[src/common/compact_branch_pkg.sv]
// Constants and types shared by the compact branch unit
package compact_branch_pkg;

	// Primary opcodes, bits 31-26
	localparam logic [5:0] OP_COP_GROUP  = 6'h11;
	localparam logic [5:0] OP_LINK_LE_GE = 6'h30;
	localparam logic [5:0] OP_LINK_GT_LT = 6'h38;
	localparam logic [5:0] OP_LINK_EQ    = 6'h1D;
	localparam logic [5:0] OP_LINK_NE    = 6'h1F;
	localparam logic [5:0] OP_WIDE_EQ    = 6'h20;
	localparam logic [5:0] OP_WIDE_NE    = 6'h28;

	// Sub-opcodes held in bits 25-21 of the coprocessor group
	localparam logic [4:0] SUB_COP2_CLEAR = 5'h0A;
	localparam logic [4:0] SUB_COP2_SET   = 5'h0B;

	// Field positions
	localparam int OPC_LSB   = 26;
	localparam int FIRST_LSB = 21;
	localparam int SECOND_LSB = 16;
	localparam int REG_W     = 5;
	localparam int OFF_W     = 16;
	localparam int WIDE_OFF_W = 21;

	// Return link register and instruction length
	localparam logic [4:0] LINK_REG   = 5'h1F;
	localparam int         INSTR_BYTES = 4;

	// Reset values
	localparam logic [4:0] REG_RESET = 5'h00;

	typedef enum logic [3:0] {
		kind_none,
		kind_cop2_clear,
		kind_cop2_set,
		kind_link_le,
		kind_link_ge,
		kind_link_gt,
		kind_link_lt,
		kind_link_eq,
		kind_link_ne,
		kind_wide_eq,
		kind_wide_ne
	} kind_type;

endpackage : compact_branch_pkg

[src/design/compact_branch_unit.sv]
// Decode and resolve compact conditional branches and link writes
`timescale 1ns/1ps
`default_nettype none

// Summary of operation
// - Cond-clear branch taken when cop2 condition true; cond-set variant inverts it.
// - Cop2 branch target is PC plus 4 plus sign-extended offset shifted left one.
// - All five selector bits go to the coprocessor as the condition specifier.
// - Cop2 branches raise coprocessor-unusable when disabled; reserved when absent.
// - Zero-compare branch-and-link writes PC plus 4 into register 31.
// - The link write happens whether or not the branch is taken.
// - Link branch target is PC plus 4 plus 17-bit signed displacement.
// - Ordering link forms test the register signed: le, ge, lt, gt zero.
// - Equality link forms branch on register equal or not equal zero.
// - No delay slot; next instruction squashed only when the branch is taken.
// - Any instruction may follow a compact branch; no slot restriction checked.
// - Decode looks at register fields as well as the primary opcode.
module compact_branch_unit #(
	parameter int  XLEN        = 32,
	parameter bit  COP2_EXISTS = 1'b1
) (
	// Clock, reset, enable
	input  wire logic            ref_clk,
	input  wire logic            rst_n,
	input  wire logic            clk_en,
	// Fetched instruction
	input  wire logic            instr_valid,
	input  wire logic [31:0]     instr_word,
	input  wire logic [XLEN-1:0] instr_pc,
	// Operand lookups, issued one cycle after the word and answered in that same cycle
	output logic [4:0]           general_register_addr,
	output logic [4:0]           cop2_cond_selector,
	input  wire logic [XLEN-1:0] general_register_value,
	input  wire logic            cop2_cond,
	input  wire logic            cop2_enabled,
	// Resolution
	output logic                 branch_valid,
	output logic                 branch_taken,
	output logic [XLEN-1:0]      branch_target,
	output logic                 squash_next,
	output logic                 link_we,
	output logic [4:0]           link_addr,
	output logic [XLEN-1:0]      link_data,
	output logic                 cop_unusable_exc,
	output logic                 reserved_instr_exc
);

	function automatic logic [XLEN-1:0] sext_shift(input logic [20:0] off, input bit wide);
		logic [XLEN-1:0] r;
		r = '0;
		if (wide) begin
			r = XLEN'($signed({off, 1'b0}));
		end else begin
			r = XLEN'($signed({off[15:0], 1'b0}));
		end
		return r;
	endfunction : sext_shift

	// Field extraction
	wire logic [5:0] opc    = instr_word[compact_branch_pkg::OPC_LSB +: 6];
	wire logic [4:0] first  = instr_word[compact_branch_pkg::FIRST_LSB +: compact_branch_pkg::REG_W];
	wire logic [4:0] second = instr_word[compact_branch_pkg::SECOND_LSB +: compact_branch_pkg::REG_W];
	wire logic       first_nz  = (first != compact_branch_pkg::REG_RESET);
	wire logic       second_z  = (second == compact_branch_pkg::REG_RESET);
	wire logic       same_reg  = (first == second);
	wire logic       order_form = first_nz && second_z;
	wire logic       alt_form   = first_nz && same_reg;

	// Full decode: opcode plus register-field constraints
	compact_branch_pkg::kind_type kind_d;
	always_comb begin
		kind_d = compact_branch_pkg::kind_none;
		unique case (opc)
			compact_branch_pkg::OP_COP_GROUP: begin
				if (first == compact_branch_pkg::SUB_COP2_CLEAR)
					kind_d = compact_branch_pkg::kind_cop2_clear;
				else if (first == compact_branch_pkg::SUB_COP2_SET)
					kind_d = compact_branch_pkg::kind_cop2_set;
			end
			compact_branch_pkg::OP_LINK_LE_GE: begin
				if (order_form)
					kind_d = compact_branch_pkg::kind_link_le;
				else if (alt_form)
					kind_d = compact_branch_pkg::kind_link_ge;
			end
			compact_branch_pkg::OP_LINK_GT_LT: begin
				if (order_form)
					kind_d = compact_branch_pkg::kind_link_gt;
				else if (alt_form)
					kind_d = compact_branch_pkg::kind_link_lt;
			end
			compact_branch_pkg::OP_LINK_EQ: begin
				if (order_form)
					kind_d = compact_branch_pkg::kind_link_eq;
			end
			compact_branch_pkg::OP_LINK_NE: begin
				if (order_form)
					kind_d = compact_branch_pkg::kind_link_ne;
			end
			compact_branch_pkg::OP_WIDE_EQ: begin
				if (first_nz)
					kind_d = compact_branch_pkg::kind_wide_eq;
			end
			compact_branch_pkg::OP_WIDE_NE: begin
				if (first_nz)
					kind_d = compact_branch_pkg::kind_wide_ne;
			end
			default: kind_d = compact_branch_pkg::kind_none;
		endcase
	end

	wire logic is_wide = (kind_d == compact_branch_pkg::kind_wide_eq) ||
		(kind_d == compact_branch_pkg::kind_wide_ne);
	wire logic [XLEN-1:0] next_pc_d = instr_pc + XLEN'(compact_branch_pkg::INSTR_BYTES);
	// Target for all forms: address after branch plus shifted offset
	wire logic [XLEN-1:0] target_d = next_pc_d + sext_shift(instr_word[20:0], is_wide);

	// Stage 1: decoded instruction waiting for operands
	compact_branch_pkg::kind_type kind_q;
	logic [XLEN-1:0] next_pc_q;
	logic [XLEN-1:0] target_q;
	logic [4:0]      reg_addr_q;
	logic [4:0]      selector_q;

	// Taken every enabled cycle: back-to-back branches need no slot check
	always_ff @(posedge ref_clk or negedge rst_n) begin
		if (!rst_n) begin
			kind_q <= compact_branch_pkg::kind_none;
		end else if (clk_en) begin
			kind_q <= instr_valid ? kind_d : compact_branch_pkg::kind_none;
		end
	end

	always_ff @(posedge ref_clk or negedge rst_n) begin
		if (!rst_n) begin
			next_pc_q <= '0;
		end else if (clk_en) begin
			next_pc_q <= next_pc_d;
		end
	end

	always_ff @(posedge ref_clk or negedge rst_n) begin
		if (!rst_n) begin
			target_q <= '0;
		end else if (clk_en) begin
			target_q <= target_d;
		end
	end

	always_ff @(posedge ref_clk or negedge rst_n) begin
		if (!rst_n) begin
			reg_addr_q <= compact_branch_pkg::REG_RESET;
		end else if (clk_en) begin
			reg_addr_q <= first;
		end
	end

	always_ff @(posedge ref_clk or negedge rst_n) begin
		if (!rst_n) begin
			selector_q <= compact_branch_pkg::REG_RESET;
		end else if (clk_en) begin
			selector_q <= second;
		end
	end

	// Stage 2 condition evaluation
	wire logic is_cop2 = (kind_q == compact_branch_pkg::kind_cop2_clear) ||
		(kind_q == compact_branch_pkg::kind_cop2_set);
	wire logic is_link = (kind_q == compact_branch_pkg::kind_link_le) ||
		(kind_q == compact_branch_pkg::kind_link_ge) ||
		(kind_q == compact_branch_pkg::kind_link_gt) ||
		(kind_q == compact_branch_pkg::kind_link_lt) ||
		(kind_q == compact_branch_pkg::kind_link_eq) ||
		(kind_q == compact_branch_pkg::kind_link_ne);
	wire logic val_neg  = general_register_value[XLEN-1];
	wire logic val_zero = (general_register_value == '0);
	// Missing coprocessor wins over disabled coprocessor
	wire logic ri_exc = is_cop2 && !COP2_EXISTS;
	wire logic cu_exc = is_cop2 && COP2_EXISTS && !cop2_enabled;

	logic cond;
	always_comb begin
		cond = 1'b0;
		unique case (kind_q)
			compact_branch_pkg::kind_cop2_clear: cond = cop2_cond;
			compact_branch_pkg::kind_cop2_set:   cond = !cop2_cond;
			compact_branch_pkg::kind_link_le:    cond = val_neg || val_zero;
			compact_branch_pkg::kind_link_ge:    cond = !val_neg;
			compact_branch_pkg::kind_link_lt:    cond = val_neg;
			compact_branch_pkg::kind_link_gt:    cond = !val_neg && !val_zero;
			compact_branch_pkg::kind_link_eq:    cond = val_zero;
			compact_branch_pkg::kind_link_ne:    cond = !val_zero;
			compact_branch_pkg::kind_wide_eq:    cond = val_zero;
			compact_branch_pkg::kind_wide_ne:    cond = !val_zero;
			compact_branch_pkg::kind_none:       cond = 1'b0;
		endcase
	end

	wire logic any_branch = (kind_q != compact_branch_pkg::kind_none);
	// A faulting branch never redirects
	wire logic taken_d = any_branch && cond && !ri_exc && !cu_exc;

	// Stage 2 next values; link fields rest at zero outside a link result
	wire logic [XLEN-1:0] redirect_d  = taken_d ? target_q : next_pc_q;
	wire logic [4:0]      link_addr_d = is_link ? compact_branch_pkg::LINK_REG
		: compact_branch_pkg::REG_RESET;
	wire logic [XLEN-1:0] link_data_d = is_link ? next_pc_q : '0;

	// Stage 2 result flops: each one stands for one enabled cycle
	logic            valid_q;
	logic            taken_q;
	logic [XLEN-1:0] redirect_q;
	logic            squash_q;
	logic            link_we_q;
	logic [4:0]      link_addr_q;
	logic [XLEN-1:0] link_data_q;
	logic            unusable_q;
	logic            reserved_q;

	always_ff @(posedge ref_clk or negedge rst_n) begin
		if (!rst_n) begin
			valid_q <= 1'b0;
		end else if (clk_en) begin
			valid_q <= any_branch;
		end
	end

	always_ff @(posedge ref_clk or negedge rst_n) begin
		if (!rst_n) begin
			taken_q <= 1'b0;
		end else if (clk_en) begin
			taken_q <= taken_d;
		end
	end

	always_ff @(posedge ref_clk or negedge rst_n) begin
		if (!rst_n) begin
			redirect_q <= '0;
		end else if (clk_en) begin
			redirect_q <= redirect_d;
		end
	end

	always_ff @(posedge ref_clk or negedge rst_n) begin
		if (!rst_n) begin
			squash_q <= 1'b0;
		end else if (clk_en) begin
			squash_q <= taken_d;
		end
	end

	always_ff @(posedge ref_clk or negedge rst_n) begin
		if (!rst_n) begin
			link_we_q <= 1'b0;
		end else if (clk_en) begin
			link_we_q <= is_link;
		end
	end

	always_ff @(posedge ref_clk or negedge rst_n) begin
		if (!rst_n) begin
			link_addr_q <= compact_branch_pkg::REG_RESET;
		end else if (clk_en) begin
			link_addr_q <= link_addr_d;
		end
	end

	always_ff @(posedge ref_clk or negedge rst_n) begin
		if (!rst_n) begin
			link_data_q <= '0;
		end else if (clk_en) begin
			link_data_q <= link_data_d;
		end
	end

	always_ff @(posedge ref_clk or negedge rst_n) begin
		if (!rst_n) begin
			unusable_q <= 1'b0;
		end else if (clk_en) begin
			unusable_q <= cu_exc;
		end
	end

	always_ff @(posedge ref_clk or negedge rst_n) begin
		if (!rst_n) begin
			reserved_q <= 1'b0;
		end else if (clk_en) begin
			reserved_q <= ri_exc;
		end
	end

	// Outputs straight from their flops, so the pipeline sees no glitches
	assign general_register_addr = reg_addr_q;
	assign cop2_cond_selector    = selector_q;
	assign branch_valid          = valid_q;
	assign branch_taken          = taken_q;
	assign branch_target         = redirect_q;
	assign squash_next           = squash_q;
	assign link_we               = link_we_q;
	assign link_addr             = link_addr_q;
	assign link_data             = link_data_q;
	assign cop_unusable_exc      = unusable_q;
	assign reserved_instr_exc    = reserved_q;

endmodule : compact_branch_unit

`default_nettype wire

[config.mk]
export PLATFORM = sky130hd
export DESIGN_NAME = compact_branch_unit
export DESIGN_NICKNAME = d
export VERILOG_FILES = /design/src/common/compact_branch_pkg.sv /design/src/design/compact_branch_unit.sv
export SDC_FILE = /design/constraint.sdc
export NUM_CORES = 1
export LEC_CHECK = 0
export ABC_AREA = 0
export BUFFER_PORTS_ARGS = -buffer_cell sky130_fd_sc_hd__buf_2
export CORE_AREA = 2 2 130 132
export DETAILED_ROUTE_END_ITERATION = 10
export DIE_AREA = 0 0 132 134
export PLACE_DENSITY = 0.77
export SYNTH_ARGS = -nofsm -noshare
export SYNTH_HDL_FRONTEND = slang
export SYNTH_SLANG_ARGS = --single-unit
[constraint.sdc]
create_clock -name ref_clk -period 5.8 [get_ports ref_clk]
set_input_delay 0 -clock ref_clk [delete_from_list [all_inputs] [get_ports ref_clk]]
set_output_delay 0 -clock ref_clk [all_outputs]
set_load 0.03 [all_outputs]
==> out/results.ini <==
[clock_network]
clk_latency_ns = 0.43
clock_sink_count = 145
clk_pin_slew_worst_paths_ns = 0.06
ctsResizeCount = 0
cts_root_buf = clkbuf_16
cts_tree = done
htreeDepth = 4
numCtsBuffers = 17
clk_path_buf_depth = 2

[layout]
diodes = 0
layout-drive-gt1-share_pct = 27.09
nNetsFinal = 1199
instances_no_fill = 1298
syn_to_final_growth_pct = 22.19

[pwr]
total_power_uw = 2920
power_leakage_uw = 0.004721
power_density_nw_per_um2 = 280.1
ir_drop_uv = 220.3

[synthesis]
synth-main-ff-cell = dfrtp_1
ys_ff_latch = 145
seq_area_frac_synth_pct = 42.53
yosysWarnings = 0
synth_area_leaders = dfrtp_1, mux2_2, ha_1
synthTopCellsByCount = dfrtp_1, nor2_1, nand2_1
ys_types = 68
synth.largest_area_cell = dfrtp_1
syn_nets = 1014
syn_area_per_cell_um2 = 9.694
postSynthCellCount = 880
ys_async_sr_fraction_pct = 100.0
synth_edf_count = 0
synth_top_area_share_pct = 42.53
syn_area_um2 = 8531
yosys.cell_count.top_type = dfrtp_1

[worst_hold_path]
hold_class = in2reg
holdPathStages = 3
hold_end = next_pc_q[27]$_DFFE_PN0P_
hold_path.startpoint = instr_pc[27]

[drt]
wl_mm = 22.87
ant_nets = 0
dr_total_vias = 7600
drt-vias-per-instance = 5.855
remaining_drc_errors = 0
first_pass_iters = 5
drtIter0Drc = 631
avgRoutedWirePerCell_um = 17.62

[setup_path]
path_cells = dlygate4sd3_1, buf_2, nand4_1, or2_2, nor2_1, and4_1, xor2_1, ha_1, nand4_1, a2111oi_0, o21ai_0, a21boi_0, a221oi_1, xnor2_1, mux2_2
critPathMaxStageDelay_ns = 0.68
r2r_cells = 8
rrSetupSlack_ns = 2.77
r2r-end = branch_target[26]$_DFFE_PN0P_
critPathLaunchType = input port
crit_fanout = 6
r2r-start = kind_q[3]$_DFFE_PN0P_
path_buf_inv = 2
cpMostUsedCell = nand4_1
cpLargestDelayFamily = compound AO/OA/AOI/OAI gates
crit_required_ns = 6.12
critPathKind = in2reg
cpMaxStageDelayCell = a2111oi_0
cp.arrival_ns = 4.48
cp-end-kind = register

[placement]
dp.cells = 1238
io_buffers = 185
place.gp.congestion = 0.9250
dpl.hpwl_mm = 15.77

[timing]
worst_pin_slew_ns = 0.9740
setup_violations = 0
min_period_over_period_pct = 71.80
finalMaxSlewViolations = 0
whs_ns = 0.008225
maxSlewHeadroom_pct = 35.06
max_freq_mhz = 240.1
fin_skew_ns = 0.009291
tns_ns = 0
finalHoldViolations = 0
rsz0062_at_grt = no
period_needed_ns = 4.164

[die]
io_pins = 187
die-area_um2 = 17690
core_um2 = 16290
rows = 47
initial_core_util_pct = 52.37
die_y_um = 134
fp.dieW_um = 132

[global_route]
antenna_found_initial = 0
overflow = 0
grt.total_usage_pct = 26.18
grt_pass1_vias = 7388
grt_max_degree = 93
grt_pass1_wl_mm = 37.41

[flow_run]
cap_violations = 0

[outcome]
status = finished clean

tightest hold or removal path, stage by stage:
cell     delay (ns)
buf_2          0.10
xnor2_1        0.15
mux2_2         0.15
report_power, final:
| group | switching [uW] | total, uW | internal [uW] |
|---|---|---|---|
| registers | 67.6 | 1190 | 1120 |
| logic | 360 | 605 | 246 |
| clock network | 477 | 1120 | 647 |
| total | 904 | 2920 | 2020 |
cell usage in the layout (no fill, tap or decap), drive strengths merged, types with 11 or more instances in the layout:
| cell | instances |
|---|---|
| nand3 | 21 |
| a21o | 21 |
| dfrtp | 145 |
| dlygate4sd3 | 28 |
| clkbuf | 17 |
| nand3b | 33 |
| xor2 | 19 |
| a22o | 34 |
| a31oi | 39 |
| nand2 | 48 |
| ha | 31 |
| nor2 | 101 |
| xnor2 | 28 |
| and4 | 11 |
| nand4 | 11 |
| inv | 22 |
| mux2 | 46 |
| a21oi | 37 |
| nor4 | 14 |
| buf | 192 |
| nor3 | 19 |
| o21a | 11 |
| o21ai | 47 |
state kept, by name, indices dropped and copies added (netlist names):
signal / count
next_pc_q: 32
branch_target: 32
target_q: 31
cop2_cond_selector: 5
link_addr: 1
general_register_addr: 5
cop_unusable_exc: 1
kind_q: 4
branch_valid: 1
link_data: 32
squash_next: 1
worst max-delay path by stage:
stage                        start                        to  slack (ns)  cells past startpoint
detailed placement     instr_pc[4]  target_q[21]$_DFFE_PN0P_        1.89                     14
finish                 instr_pc[4]  target_q[21]$_DFFE_PN0P_        1.64                     15
floorplan           instr_word[26]  target_q[28]$_DFFE_PN0P_        2.64                     13
global route           instr_pc[4]  target_q[21]$_DFFE_PN0P_        1.25                     15
CTS                    instr_pc[4]  target_q[21]$_DFFE_PN0P_        1.79                     15
global placement       instr_pc[4]  target_q[21]$_DFFE_PN0P_        1.90                     14
cell families (layout without fill, tap and decap cells):
logic type	count (synthesis)	after routing	share of synthesized area [%]
and+or+nand+nor	299	299	18.45
AOI/OAI and AO/OA	235	235	18.64
DFF	145	145	42.53
buffers and inverters	69	267	3.784
muxes	51	51	6.659
xor gates and xnor gates	48	48	5.104
adders and majority gates	32	32	4.781
other	1	1	0.04396
layout make-up:
cell class                      count  area [um^2]
Clock buffer                       17        425.4
Sequential cell                   145         3628
Timing Repair Buffer              220         1267
Fill cell                        1351         5866
Inverter                           15        56.30
Clock inverter                     15        173.9
Multi-Input combinational cell    666         4597
Tap cell                          220        275.3
through the flow:
stage	worst slack [ns]	util [%]	cell area (um^2)
after global placement	1.902	58.59	9544
after CTS	1.791	63.99	10420
after floorplan	2.639	-	8531
final	1.636	63.99	10420
after detailed placement	1.894	58.59	9544
after global routing	1.251	63.99	10420
layer usage:
layer / vias up / share of wire (%) / track usage [%]
li1: 3628 / - / -
met1: 3674 / 44 / 34.40
met2: 251 / 48 / 43.40
met3: 47 / 5.6 / 5.367
met4: 0 / 2.4 / 9.118
met5: - / 0 / 0
what timing repair did:
| action | in CTS | in global routing |
|---|---|---|
| setup buffers | 0 | 0 |
| setup endpoints to repair | 0 | 0 |
| hold buffers | 28 | 0 |
| endpoints found under the hold margin | 120 | 0 |
(Power assumes the default switching activity.)
